===== config.mk =====
export PLATFORM = sky130hd
export DESIGN_NAME = link_credit_event_monitor
export DESIGN_NICKNAME = d
export VERILOG_FILES = /design/src/verilog/link_credit_event_monitor_pkg.sv /design/src/verilog/link_credit_event_monitor.sv
export VERILOG_INCLUDE_DIRS = /design/src /design/src/verilog
export SDC_FILE = /design/constraint.sdc
export NUM_CORES = 1
export LEC_CHECK = 0
export BUFFER_PORTS_ARGS = -buffer_cell sky130_fd_sc_hd__buf_2
export CAP_MARGIN = 20
export CORE_MARGIN = 2
export CORE_UTILIZATION = 55
export CTS_CLUSTER_SIZE = 8
export DETAILED_ROUTE_END_ITERATION = 10
export GPL_TIMING_DRIVEN = 0
export HOLD_SLACK_MARGIN = 0.06
export PLACE_DENSITY = 0.8
export SLEW_MARGIN = 15
export SYNTH_ARGS = -nofsm -noshare
export SYNTH_HDL_FRONTEND = slang
export SYNTH_SLANG_ARGS = --single-unit

===== constraint.sdc =====
create_clock -name core_clk -period 6.6 [get_ports core_clk]
set_clock_uncertainty 0.1 [all_clocks]
set_input_delay 1.98 -clock core_clk [delete_from_list [all_inputs] [get_ports core_clk]]
set_output_delay 1.98 -clock core_clk [all_outputs]
set_load 0.01 [all_outputs]

===== src/verilog/link_credit_event_monitor_regs.svh =====
// Register offsets, field positions, reset values and event codes of the credit monitor
`ifndef LINK_CREDIT_EVENT_MONITOR_REGS_SVH
`define LINK_CREDIT_EVENT_MONITOR_REGS_SVH

`define LCM_OFF_CTRL0        8'h00
`define LCM_OFF_CTRL1        8'h04
`define LCM_OFF_COUNT0       8'h08
`define LCM_OFF_COUNT1       8'h0c
`define LCM_OFF_COUNT_CTRL   8'h10
`define LCM_OFF_STATUS       8'h14

`define LCM_EVSEL_LSB        0
`define LCM_EVSEL_MSB        7
`define LCM_UMASK_LSB        8
`define LCM_UMASK_MSB        15
`define LCM_ENABLE_BIT       22

`define LCM_STAT_UNSUP0_BIT  0
`define LCM_STAT_UNSUP1_BIT  1

`define LCM_CTRL_RESET       32'h0000_0000
`define LCM_COUNT_RESET      48'h0000_0000_0000

`define LCM_EV_RESERVED_REJECT  8'h39
`define LCM_EV_RESERVED_USED    8'h38
`define LCM_EV_SHARED_ACQUIRE   8'h33

`define LCM_MAX_INC_SHARED   3'h4
`define LCM_MAX_INC_RESERVED 3'h1

`endif


===== src/verilog/link_credit_event_monitor_pkg.sv =====
// Types shared by the link credit event monitor
package link_credit_event_monitor_pkg;

    // Message class bit positions within the unit mask
    typedef enum logic [2:0] {
        home_class                  = 3'h0,
        snoop_class                 = 3'h1,
        nondata_response_class      = 3'h2,
        data_response_class         = 3'h3,
        noncoherent_broadcast_class = 3'h4,
        noncoherent_standard_class  = 3'h5
    } msg_class_type;

    // Strobes from the transmit credit logic, one cycle each
    typedef struct packed {
        logic       shared_attempt;
        logic [5:0] shared_attempt_class;
        logic       shared_grant;
        logic [2:0] shared_grant_flits;
        logic       reserved_grant;
        logic [5:0] reserved_grant_class;
        logic       reserved_reject;
        logic [5:0] reserved_reject_class;
    } credit_events_type;

    // Decoded event selection of one counter
    typedef enum logic [1:0] {
        sel_none            = 2'b00,
        sel_reserved_reject = 2'b01,
        sel_reserved_used   = 2'b10,
        sel_shared_acquire  = 2'b11
    } event_sel_type;

endpackage : link_credit_event_monitor_pkg


===== src/verilog/link_credit_event_monitor.sv =====
// Credit pool event selection and counting with a Wishbone register slave
//
// What this block does
// RULE_01: Code 0x39 counts requests delayed without credits
// RULE_02: Code 0x38 counts reserved credits on data-response
// RULE_03: Reserved grant adds one regardless of buffers
// RULE_04: Shared grant consumes one credit per buffer
// RULE_05: Code 0x33 adds shared credits, up to four
// RULE_06: Reserved events add at most one per cycle
// RULE_07: Credit events count only on counters zero, one
// RULE_08: Unit mask bits 15:8 select message classes
// RULE_09: Shared acquisition ignores message class filtering
// RULE_10: Shared pool tried first, reserved as fallback
// RULE_11: Several selected classes combine as logical OR
//
// The implementer's own choices: the Wishbone interface to the registers and the register addresses.
`timescale 1ns/1ps
`include "link_credit_event_monitor_regs.svh"

module link_credit_event_monitor #(
    parameter int COUNT_WIDTH = 48,
    parameter int NUM_COUNTERS = 2
) (
    // Clock and reset
    input  wire logic                                       core_clk,
    input  wire logic                                       reset_n,
    // Credit event strobes
    input  wire link_credit_event_monitor_pkg::credit_events_type events,
    // Wishbone slave
    input  wire logic                                       wb_cyc_i,
    input  wire logic                                       wb_stb_i,
    input  wire logic                                       wb_we_i,
    input  wire logic [7:0]                                 wb_adr_i,
    input  wire logic [3:0]                                 wb_sel_i,
    input  wire logic [31:0]                                wb_dat_i,
    output logic      [31:0]                                wb_dat_o,
    output logic                                            wb_ack_o,
    output logic                                            wb_err_o
);
    import link_credit_event_monitor_pkg::*;

    // The high-word register carries 16 bits per counter, so wider counters cannot be read
    generate
        if (COUNT_WIDTH < 33 || COUNT_WIDTH > 48) begin : g_bad_width
            $error("COUNT_WIDTH must lie between 33 and 48");
        end
        if (NUM_COUNTERS != 2) begin : g_bad_count
            $error("Credit events exist on exactly two counters");
        end
    endgenerate

    ////////////////////////////////////////////////////////////////////////////
    // Bus decode

    logic [31:0]            ctrl_q [NUM_COUNTERS];
    logic [COUNT_WIDTH-1:0] count_q [NUM_COUNTERS];
    logic [1:0]             unsup_q;
    logic                   req;
    logic                   hit;
    logic                   wr;
    logic [31:0]            rd_d;

    assign req = wb_cyc_i & wb_stb_i & ~wb_ack_o & ~wb_err_o;

    always_comb begin
        hit  = 1'b1;
        rd_d = 32'h0000_0000;
        case (wb_adr_i)
            `LCM_OFF_CTRL0: begin
                rd_d = ctrl_q[0];
            end
            `LCM_OFF_CTRL1: begin
                rd_d = ctrl_q[1];
            end
            `LCM_OFF_COUNT0: begin
                rd_d = count_q[0][31:0];
            end
            `LCM_OFF_COUNT1: begin
                rd_d = count_q[1][31:0];
            end
            `LCM_OFF_COUNT_CTRL: begin
                rd_d[15:0]  = 16'(count_q[0] >> 32);
                rd_d[31:16] = 16'(count_q[1] >> 32);
            end
            `LCM_OFF_STATUS: begin
                rd_d = {30'h0000_0000, unsup_q};
            end
            default: begin
                hit = 1'b0;
            end
        endcase
    end

    assign wr = req & hit & wb_we_i;

    always_ff @(posedge core_clk or negedge reset_n) begin
        if (!reset_n) begin
            wb_ack_o <= 1'b0;
            wb_err_o <= 1'b0;
            wb_dat_o <= 32'h0000_0000;
        end else begin
            wb_ack_o <= req & hit;
            wb_err_o <= req & ~hit;
            wb_dat_o <= (req & hit & ~wb_we_i) ? rd_d : 32'h0000_0000;
        end
    end

    ////////////////////////////////////////////////////////////////////////////
    // Event computation shared by both counters

    logic       reserved_reject_any;
    logic [5:0] reject_cls;
    logic [5:0] used_cls;
    logic [2:0] shared_inc;

    // Reject means neither shared nor reserved credit was available [RULE_10]
    assign reject_cls = events.reserved_reject ? events.reserved_reject_class : 6'h00;
    assign reserved_reject_any = events.reserved_reject & events.shared_attempt; // [RULE_10]
    // One use per reserved grant, buffers ignored [RULE_03]
    assign used_cls = events.reserved_grant ? events.reserved_grant_class : 6'h00;
    // Shared grant counts one credit per flit buffer, saturated at four [RULE_04] [RULE_05]
    assign shared_inc = !events.shared_grant ? 3'h0 :
                        (events.shared_grant_flits > `LCM_MAX_INC_SHARED) ?
                        `LCM_MAX_INC_SHARED : events.shared_grant_flits;

    ////////////////////////////////////////////////////////////////////////////
    // Counters

    genvar gi;
    generate
        for (gi = 0; gi < NUM_COUNTERS; gi++) begin : g_ctr
            event_sel_type sel;
            logic [7:0]    umask;
            logic          hit_r;
            logic          hit_u;
            logic [2:0]    inc;

            assign umask = ctrl_q[gi][`LCM_UMASK_MSB:`LCM_UMASK_LSB]; // [RULE_08]

            always_comb begin
                case (ctrl_q[gi][`LCM_EVSEL_MSB:`LCM_EVSEL_LSB])
                    `LCM_EV_RESERVED_REJECT: begin
                        sel = sel_reserved_reject;
                    end
                    `LCM_EV_RESERVED_USED: begin
                        sel = sel_reserved_used;
                    end
                    `LCM_EV_SHARED_ACQUIRE: begin
                        sel = sel_shared_acquire;
                    end
                    default: begin
                        sel = sel_none;
                    end
                endcase
            end

            // Any selected class counts [RULE_08] [RULE_11]
            assign hit_r = reserved_reject_any & |(reject_cls & umask[5:0]);
            // Used event is the data-response channel only [RULE_02]
            assign hit_u = |(used_cls & umask[5:0] &
                             (6'h01 << data_response_class));

            always_comb begin
                case (sel)
                    sel_reserved_reject: begin
                        inc = hit_r ? `LCM_MAX_INC_RESERVED : 3'h0; // [RULE_01] [RULE_06]
                    end
                    sel_reserved_used: begin
                        inc = hit_u ? `LCM_MAX_INC_RESERVED : 3'h0; // [RULE_02] [RULE_06]
                    end
                    sel_shared_acquire: begin
                        inc = shared_inc; // [RULE_05] [RULE_09]
                    end
                    default: begin
                        inc = 3'h0;
                    end
                endcase
            end

            always_ff @(posedge core_clk or negedge reset_n) begin
                if (!reset_n) begin
                    ctrl_q[gi] <= `LCM_CTRL_RESET;
                end else if (wr && wb_adr_i == (gi == 0 ? `LCM_OFF_CTRL0 : `LCM_OFF_CTRL1)) begin
                    for (int b = 0; b < 4; b++) begin
                        if (wb_sel_i[b]) begin
                            ctrl_q[gi][b*8 +: 8] <= wb_dat_i[b*8 +: 8];
                        end
                    end
                end
            end

            always_ff @(posedge core_clk or negedge reset_n) begin
                if (!reset_n) begin
                    count_q[gi] <= COUNT_WIDTH'(`LCM_COUNT_RESET);
                end else if (wr && wb_adr_i == (gi == 0 ? `LCM_OFF_COUNT0 : `LCM_OFF_COUNT1)) begin
                    count_q[gi] <= COUNT_WIDTH'(wb_dat_i);
                end else if (ctrl_q[gi][`LCM_ENABLE_BIT]) begin
                    count_q[gi] <= count_q[gi] + COUNT_WIDTH'(inc); // [RULE_07]
                end
            end
        end
    endgenerate

    ////////////////////////////////////////////////////////////////////////////
    // Unsupported-selection status: a nonzero event code other than
    // the three credit events in a counter control marks that counter

    always_ff @(posedge core_clk or negedge reset_n) begin
        if (!reset_n) begin
            unsup_q <= 2'b00;
        end else begin
            for (int c = 0; c < 2; c++) begin
                if (g_ctr[0].sel == sel_none && c == 0) begin
                    unsup_q[c] <= ctrl_q[0][`LCM_EVSEL_MSB:`LCM_EVSEL_LSB] != 8'h00;
                end else if (g_ctr[1].sel == sel_none && c == 1) begin
                    unsup_q[c] <= ctrl_q[1][`LCM_EVSEL_MSB:`LCM_EVSEL_LSB] != 8'h00;
                end else begin
                    unsup_q[c] <= 1'b0;
                end
            end
        end
    end

endmodule : link_credit_event_monitor


==> impl_metrics.xml <==
<?xml version="1.0" encoding="UTF-8"?>
<metrics>
  <group name="floorplanning">
    <metric name="placeableCoreArea" unit="sq um">18700</metric>
    <metric name="initial_core_util" unit="%">56.1</metric>
    <metric name="die_area" unit="sq um">20200</metric>
    <metric name="ioPinCount" unit="">108</metric>
    <metric name="die_w" unit="microns">142</metric>
    <metric name="placement_rows" unit="">50</metric>
    <metric name="die_height" unit="microns">142</metric>
  </group>
  <group name="power">
    <metric name="ir_worst_vdd" unit="mV">0.176</metric>
    <metric name="design_power_total" unit="mW">2.36</metric>
    <metric name="p_leak" unit="nW">5.05</metric>
    <metric name="pwr_density_cell" unit="nW/um^2">199</metric>
  </group>
  <group name="timing">
    <metric name="peak_freq" unit="MHz">212</metric>
    <metric name="report.final.slew_viol_count" unit="">0</metric>
    <metric name="period_share" unit="%">71.6</metric>
    <metric name="finalSetupTns" unit="ps">0</metric>
    <metric name="tightest_pin_transition" unit="ps">1050</metric>
    <metric name="grt_setup_unrepaired" unit="">false</metric>
    <metric name="layout_setup_ws" unit="ps">1880</metric>
    <metric name="setup_viol" unit="">0</metric>
    <metric name="worst_slew_margin_rel" unit="%">29.4</metric>
    <metric name="report.final.hold_viol_count" unit="">0</metric>
    <metric name="fin_crit" unit="ps">4720</metric>
  </group>
  <group name="clock_tree">
    <metric name="cts.sink_count" unit="">196</metric>
    <metric name="post_cts_buffers" unit="">0</metric>
    <metric name="cts_max_path_buffers" unit="">2</metric>
    <metric name="cts-resized-gates" unit="">0</metric>
    <metric name="clock_root_buffer" unit="">sky130_fd_sc_hd__clkbuf_16</metric>
    <metric name="clock_tree_from_tritoncts" unit="">yes</metric>
    <metric name="cts_made_buffers" unit="">17</metric>
    <metric name="htreeDepth" unit="">4</metric>
    <metric name="clk_pin_slew_worst_paths" unit="ps">80</metric>
    <metric name="cts_hold_repair.buffers" unit="">0</metric>
    <metric name="worstSkewPairLatency" unit="ps">450</metric>
  </group>
  <group name="place">
    <metric name="finalWeightedCongestion" unit="">0.998</metric>
    <metric name="cell_count_after_placement" unit="">1420</metric>
    <metric name="placement.io_buffers" unit="">96</metric>
    <metric name="place_worst_setup_slack" unit="ps">1510</metric>
    <metric name="detailedPlacementHpwl" unit="microns">24000</metric>
  </group>
  <group name="cells_and_area">
    <metric name="syn2layout_area_growth" unit="%">13.4</metric>
    <metric name="final_net_count" unit="">1288</metric>
    <metric name="filler_cell_count_in_the_final_layout" unit="">1497</metric>
    <metric name="drive_above_1_share" unit="%">17.6</metric>
    <metric name="layout.core_utilization" unit="%">63.6</metric>
    <metric name="layout_common_cells" unit="">196 x sky130_fd_sc_hd__dfrtp_1, 149 x sky130_fd_sc_hd__nand2_1, 96 x sky130_fd_sc_hd__buf_2, 88 x sky130_fd_sc_hd__o21ai_0, 68 x sky130_fd_sc_hd__a21oi_1</metric>
    <metric name="final-instance-count-excl-fill" unit="">1457</metric>
    <metric name="mostFrequentLayoutCell" unit="">sky130_fd_sc_hd__dfrtp_1</metric>
  </group>
  <group name="yosys">
    <metric name="netlist_area" unit="sq um">10500</metric>
    <metric name="synth_top_cells_by_area" unit="">sky130_fd_sc_hd__dfrtp_1 47%, sky130_fd_sc_hd__mux2_2 6.9%, sky130_fd_sc_hd__nand2_1 5.3%</metric>
    <metric name="synth_area_leader_cell" unit="">sky130_fd_sc_hd__dfrtp_1</metric>
    <metric name="synth_fa_ha_area_share" unit="%">1.10</metric>
    <metric name="synth_edf_count" unit="">0</metric>
    <metric name="synthesized_area_fraction_occupied_by_ao_oa_aoi_and_oai_cells" unit="%">12.7</metric>
    <metric name="yosysUniqueCellTypes" unit="">59</metric>
    <metric name="yosys_register_bits" unit="">196</metric>
    <metric name="synth_async_reset_ratio" unit="%">100</metric>
    <metric name="synth.net_count" unit="">1171</metric>
    <metric name="post_synth_mux_area_share" unit="%">10.5</metric>
    <metric name="synthesis.instances" unit="">1089</metric>
    <metric name="postSynth.topFlopCell" unit="">sky130_fd_sc_hd__dfrtp_1</metric>
    <metric name="portion_of_synthesized_cell_area_occupied_by_the_leading_cell_type" unit="%">46.7</metric>
    <metric name="share_of_synthesized_area_occupied_by_flip_flops_and_latches" unit="%">46.7</metric>
    <metric name="post_synth_and_or_nand_nor_area_fraction" unit="%">20.6</metric>
    <metric name="synth_top_family_by_area" unit="">simple AND/OR/NAND/NOR gates</metric>
    <metric name="post_synth.cell_area_avg" unit="sq um">9.64</metric>
    <metric name="yosys_warnings" unit="">0</metric>
    <metric name="post_synth_xor_area_fraction" unit="%">5.42</metric>
  </group>
  <group name="global_routing">
    <metric name="first_global_vias" unit="">9189</metric>
    <metric name="grt-ovfl-total" unit="">0</metric>
    <metric name="gr-usage-all-layers" unit="%">33.9</metric>
    <metric name="grt_max_degree" unit="">107</metric>
    <metric name="initial_antenna_violation_count" unit="">3</metric>
    <metric name="first_pass_grt_wire_length" unit="microns">51600</metric>
  </group>
  <group name="route">
    <metric name="route.antenna.remaining_nets" unit="">0</metric>
    <metric name="drt-initial-drc-count" unit="">1415</metric>
    <metric name="num_vias" unit="">9643</metric>
    <metric name="drc" unit="">0</metric>
    <metric name="totalWireLength" unit="microns">33400</metric>
    <metric name="drt_pass1_iterations" unit="">8</metric>
    <metric name="route.detailed.wl_per_inst" unit="microns">22.9</metric>
    <metric name="detail_routed_via_count_per_cell" unit="">6.62</metric>
  </group>
  <group name="run_status">
    <metric name="run_status" unit="">complete, no violations</metric>
  </group>
  <group name="critical_path">
    <metric name="critical_path.endpoint_type" unit="">register</metric>
    <metric name="cp_slowest_cell" unit="">sky130_fd_sc_hd__or4_4</metric>
    <metric name="cells_along_the_critical_path" unit="">buf_2 -&gt; nor2b_1 -&gt; nand2_1 -&gt; o22ai_1 -&gt; a31oi_1 -&gt; nor3_1 -&gt; ha_1 -&gt; fa_1 -&gt; a21o_2 -&gt; nand2_1 -&gt; or4_4 -&gt; or4_1 -&gt; a21oi_1</metric>
    <metric name="rr_startpoint" unit="">ctrl_q[2]</metric>
    <metric name="crit_path_max_incr_delay" unit="ps">610</metric>
    <metric name="crit_path_frequent_cell" unit="">sky130_fd_sc_hd__nand2_1</metric>
    <metric name="worstSetupStartpointType" unit="">primary input</metric>
    <metric name="setup.reg_to_reg.worst_slack" unit="ps">2950</metric>
    <metric name="cp_max_fo" unit="">8</metric>
    <metric name="cp.required" unit="ps">6880</metric>
    <metric name="depth_of_the_worst_register_to_register_path" unit="">9</metric>
    <metric name="timing_worst_setup_path_type" unit="">primary input to register</metric>
    <metric name="worstPathArrival" unit="ps">5000</metric>
    <metric name="worst_r2r_endpoint" unit="">count_q[44]</metric>
  </group>
  <group name="job">
    <metric name="reported_max_cap_violation_count" unit="">0</metric>
  </group>
  <group name="hold_path">
    <metric name="count_of_cells_along_the_worst_hold_path" unit="">1</metric>
    <metric name="min_delay_worst_endpoint" unit="">ctrl_q[55]</metric>
    <metric name="min-delay-path-class" unit="">register to register</metric>
    <metric name="hold_path_startpoint" unit="">ctrl_q[55]</metric>
  </group>
</metrics>
## metal layers
| metal | wire, microns | up-vias | track usage (%) |
|---|---|---|---|
| met5 | 0 | - | 0 |
| met4 | 1170 | 0 | 14.5 |
| met3 | 4530 | 120 | 11.1 |
| met2 | 14800 | 697 | 50.9 |
| met1 | 13000 | 4626 | 45.4 |
| li1 | - | 4200 | - |
## layout make-up
| cell class | count | area (sq um) | area share [%] |
|---|---|---|---|
| flip-flops and latches | 196 | 4900 | 41.2 |
| clock inverters | 13 | 125 | 1.05 |
| repair buffers | 98 | 529 | 4.45 |
| clock buffers | 19 | 443 | 3.72 |
| inverters | 11 | 41.3 | 0.347 |
| plain buffers | 57 | 264 | 2.22 |
| multi-input cells | 825 | 5290 | 44.5 |
| diodes | 4 | 10.0 | 0.0841 |
| well taps | 234 | 293 | 2.46 |
## synth_stat cells (7+ instances only)
cell and number:
sky130_fd_sc_hd__dfrtp_1 196, sky130_fd_sc_hd__nand2_1 149, sky130_fd_sc_hd__o21ai_0 88, sky130_fd_sc_hd__a21oi_1 68
sky130_fd_sc_hd__mux2_2 64, sky130_fd_sc_hd__nor2_1 53, sky130_fd_sc_hd__clkbuf_1 44, sky130_fd_sc_hd__nand3_1 44
sky130_fd_sc_hd__xnor2_1 38, sky130_fd_sc_hd__mux2i_1 34, sky130_fd_sc_hd__nand4_1 32, sky130_fd_sc_hd__a22oi_1 30
sky130_fd_sc_hd__nor4_1 29, sky130_fd_sc_hd__xor2_1 27, sky130_fd_sc_hd__nor3_1 22, sky130_fd_sc_hd__or3_1 21
sky130_fd_sc_hd__o21ai_1 15, sky130_fd_sc_hd__and3_1 12, sky130_fd_sc_hd__inv_1 11, sky130_fd_sc_hd__a222oi_1 7
sky130_fd_sc_hd__nand2b_1 7, sky130_fd_sc_hd__o31ai_1 7
## per-stage QoR
| step | hold slack (ps) | area, sq um |
|---|---|---|
| 3_5_place_dp | 395 | 11300 |
| 3_3_place_gp | 388 | 11300 |
| 5_1_grt | 428 | 11900 |
| 4_1_cts | 410 | 11900 |
| 2_1_floorplan | 380 | 10500 |
| 6_report | 409 | 11900 |
## power by group
group / internal [mW] / switching, mW / total (mW)
combinational: 0.0374 / 0.0783 / 0.116
clock: 0.537 / 0.487 / 1.02
sequential: 1.21 / 0.0125 / 1.22
## cells by family after synthesis
logic type	Yosys count
and+or+nand+nor	420
AOI/OAI and AO/OA	232
DFF	196
muxes	100
buffers and inverters	68
xor gates and xnor gates	65
adders and majority gates	8
## worst max path at each step
stage,from,endpoint,slack [ps],cells after the start
6_report,events[16],count_q[44],1880,13
5_1_grt,events[16],count_q[44],1780,13
4_1_cts,events[16],count_q[44],1940,13
3_5_place_dp,events[16],count_q[44],1510,13
3_3_place_gp,reset_n,wb_dat_o[28],250,1
2_1_floorplan,events[17],count_q[44],2110,12
## state kept, by name, summed over array words and instances (netlist names)
name / count
unsup_q: 2
wb_ack_o: 1
ctrl_q: 64
wb_err_o: 1
wb_dat_o: 32
count_q: 96
## critical path, delay by kind of cell
family | cells | cell delay [ps]
AND/OR/NAND/NOR | 6 | 1850
AO/OA/AOI/OAI | 4 | 580
adder cells (fa/ha/maj) | 2 | 490
buffers and inverters | 1 | 100
Power figures use the tool's default switching activity.
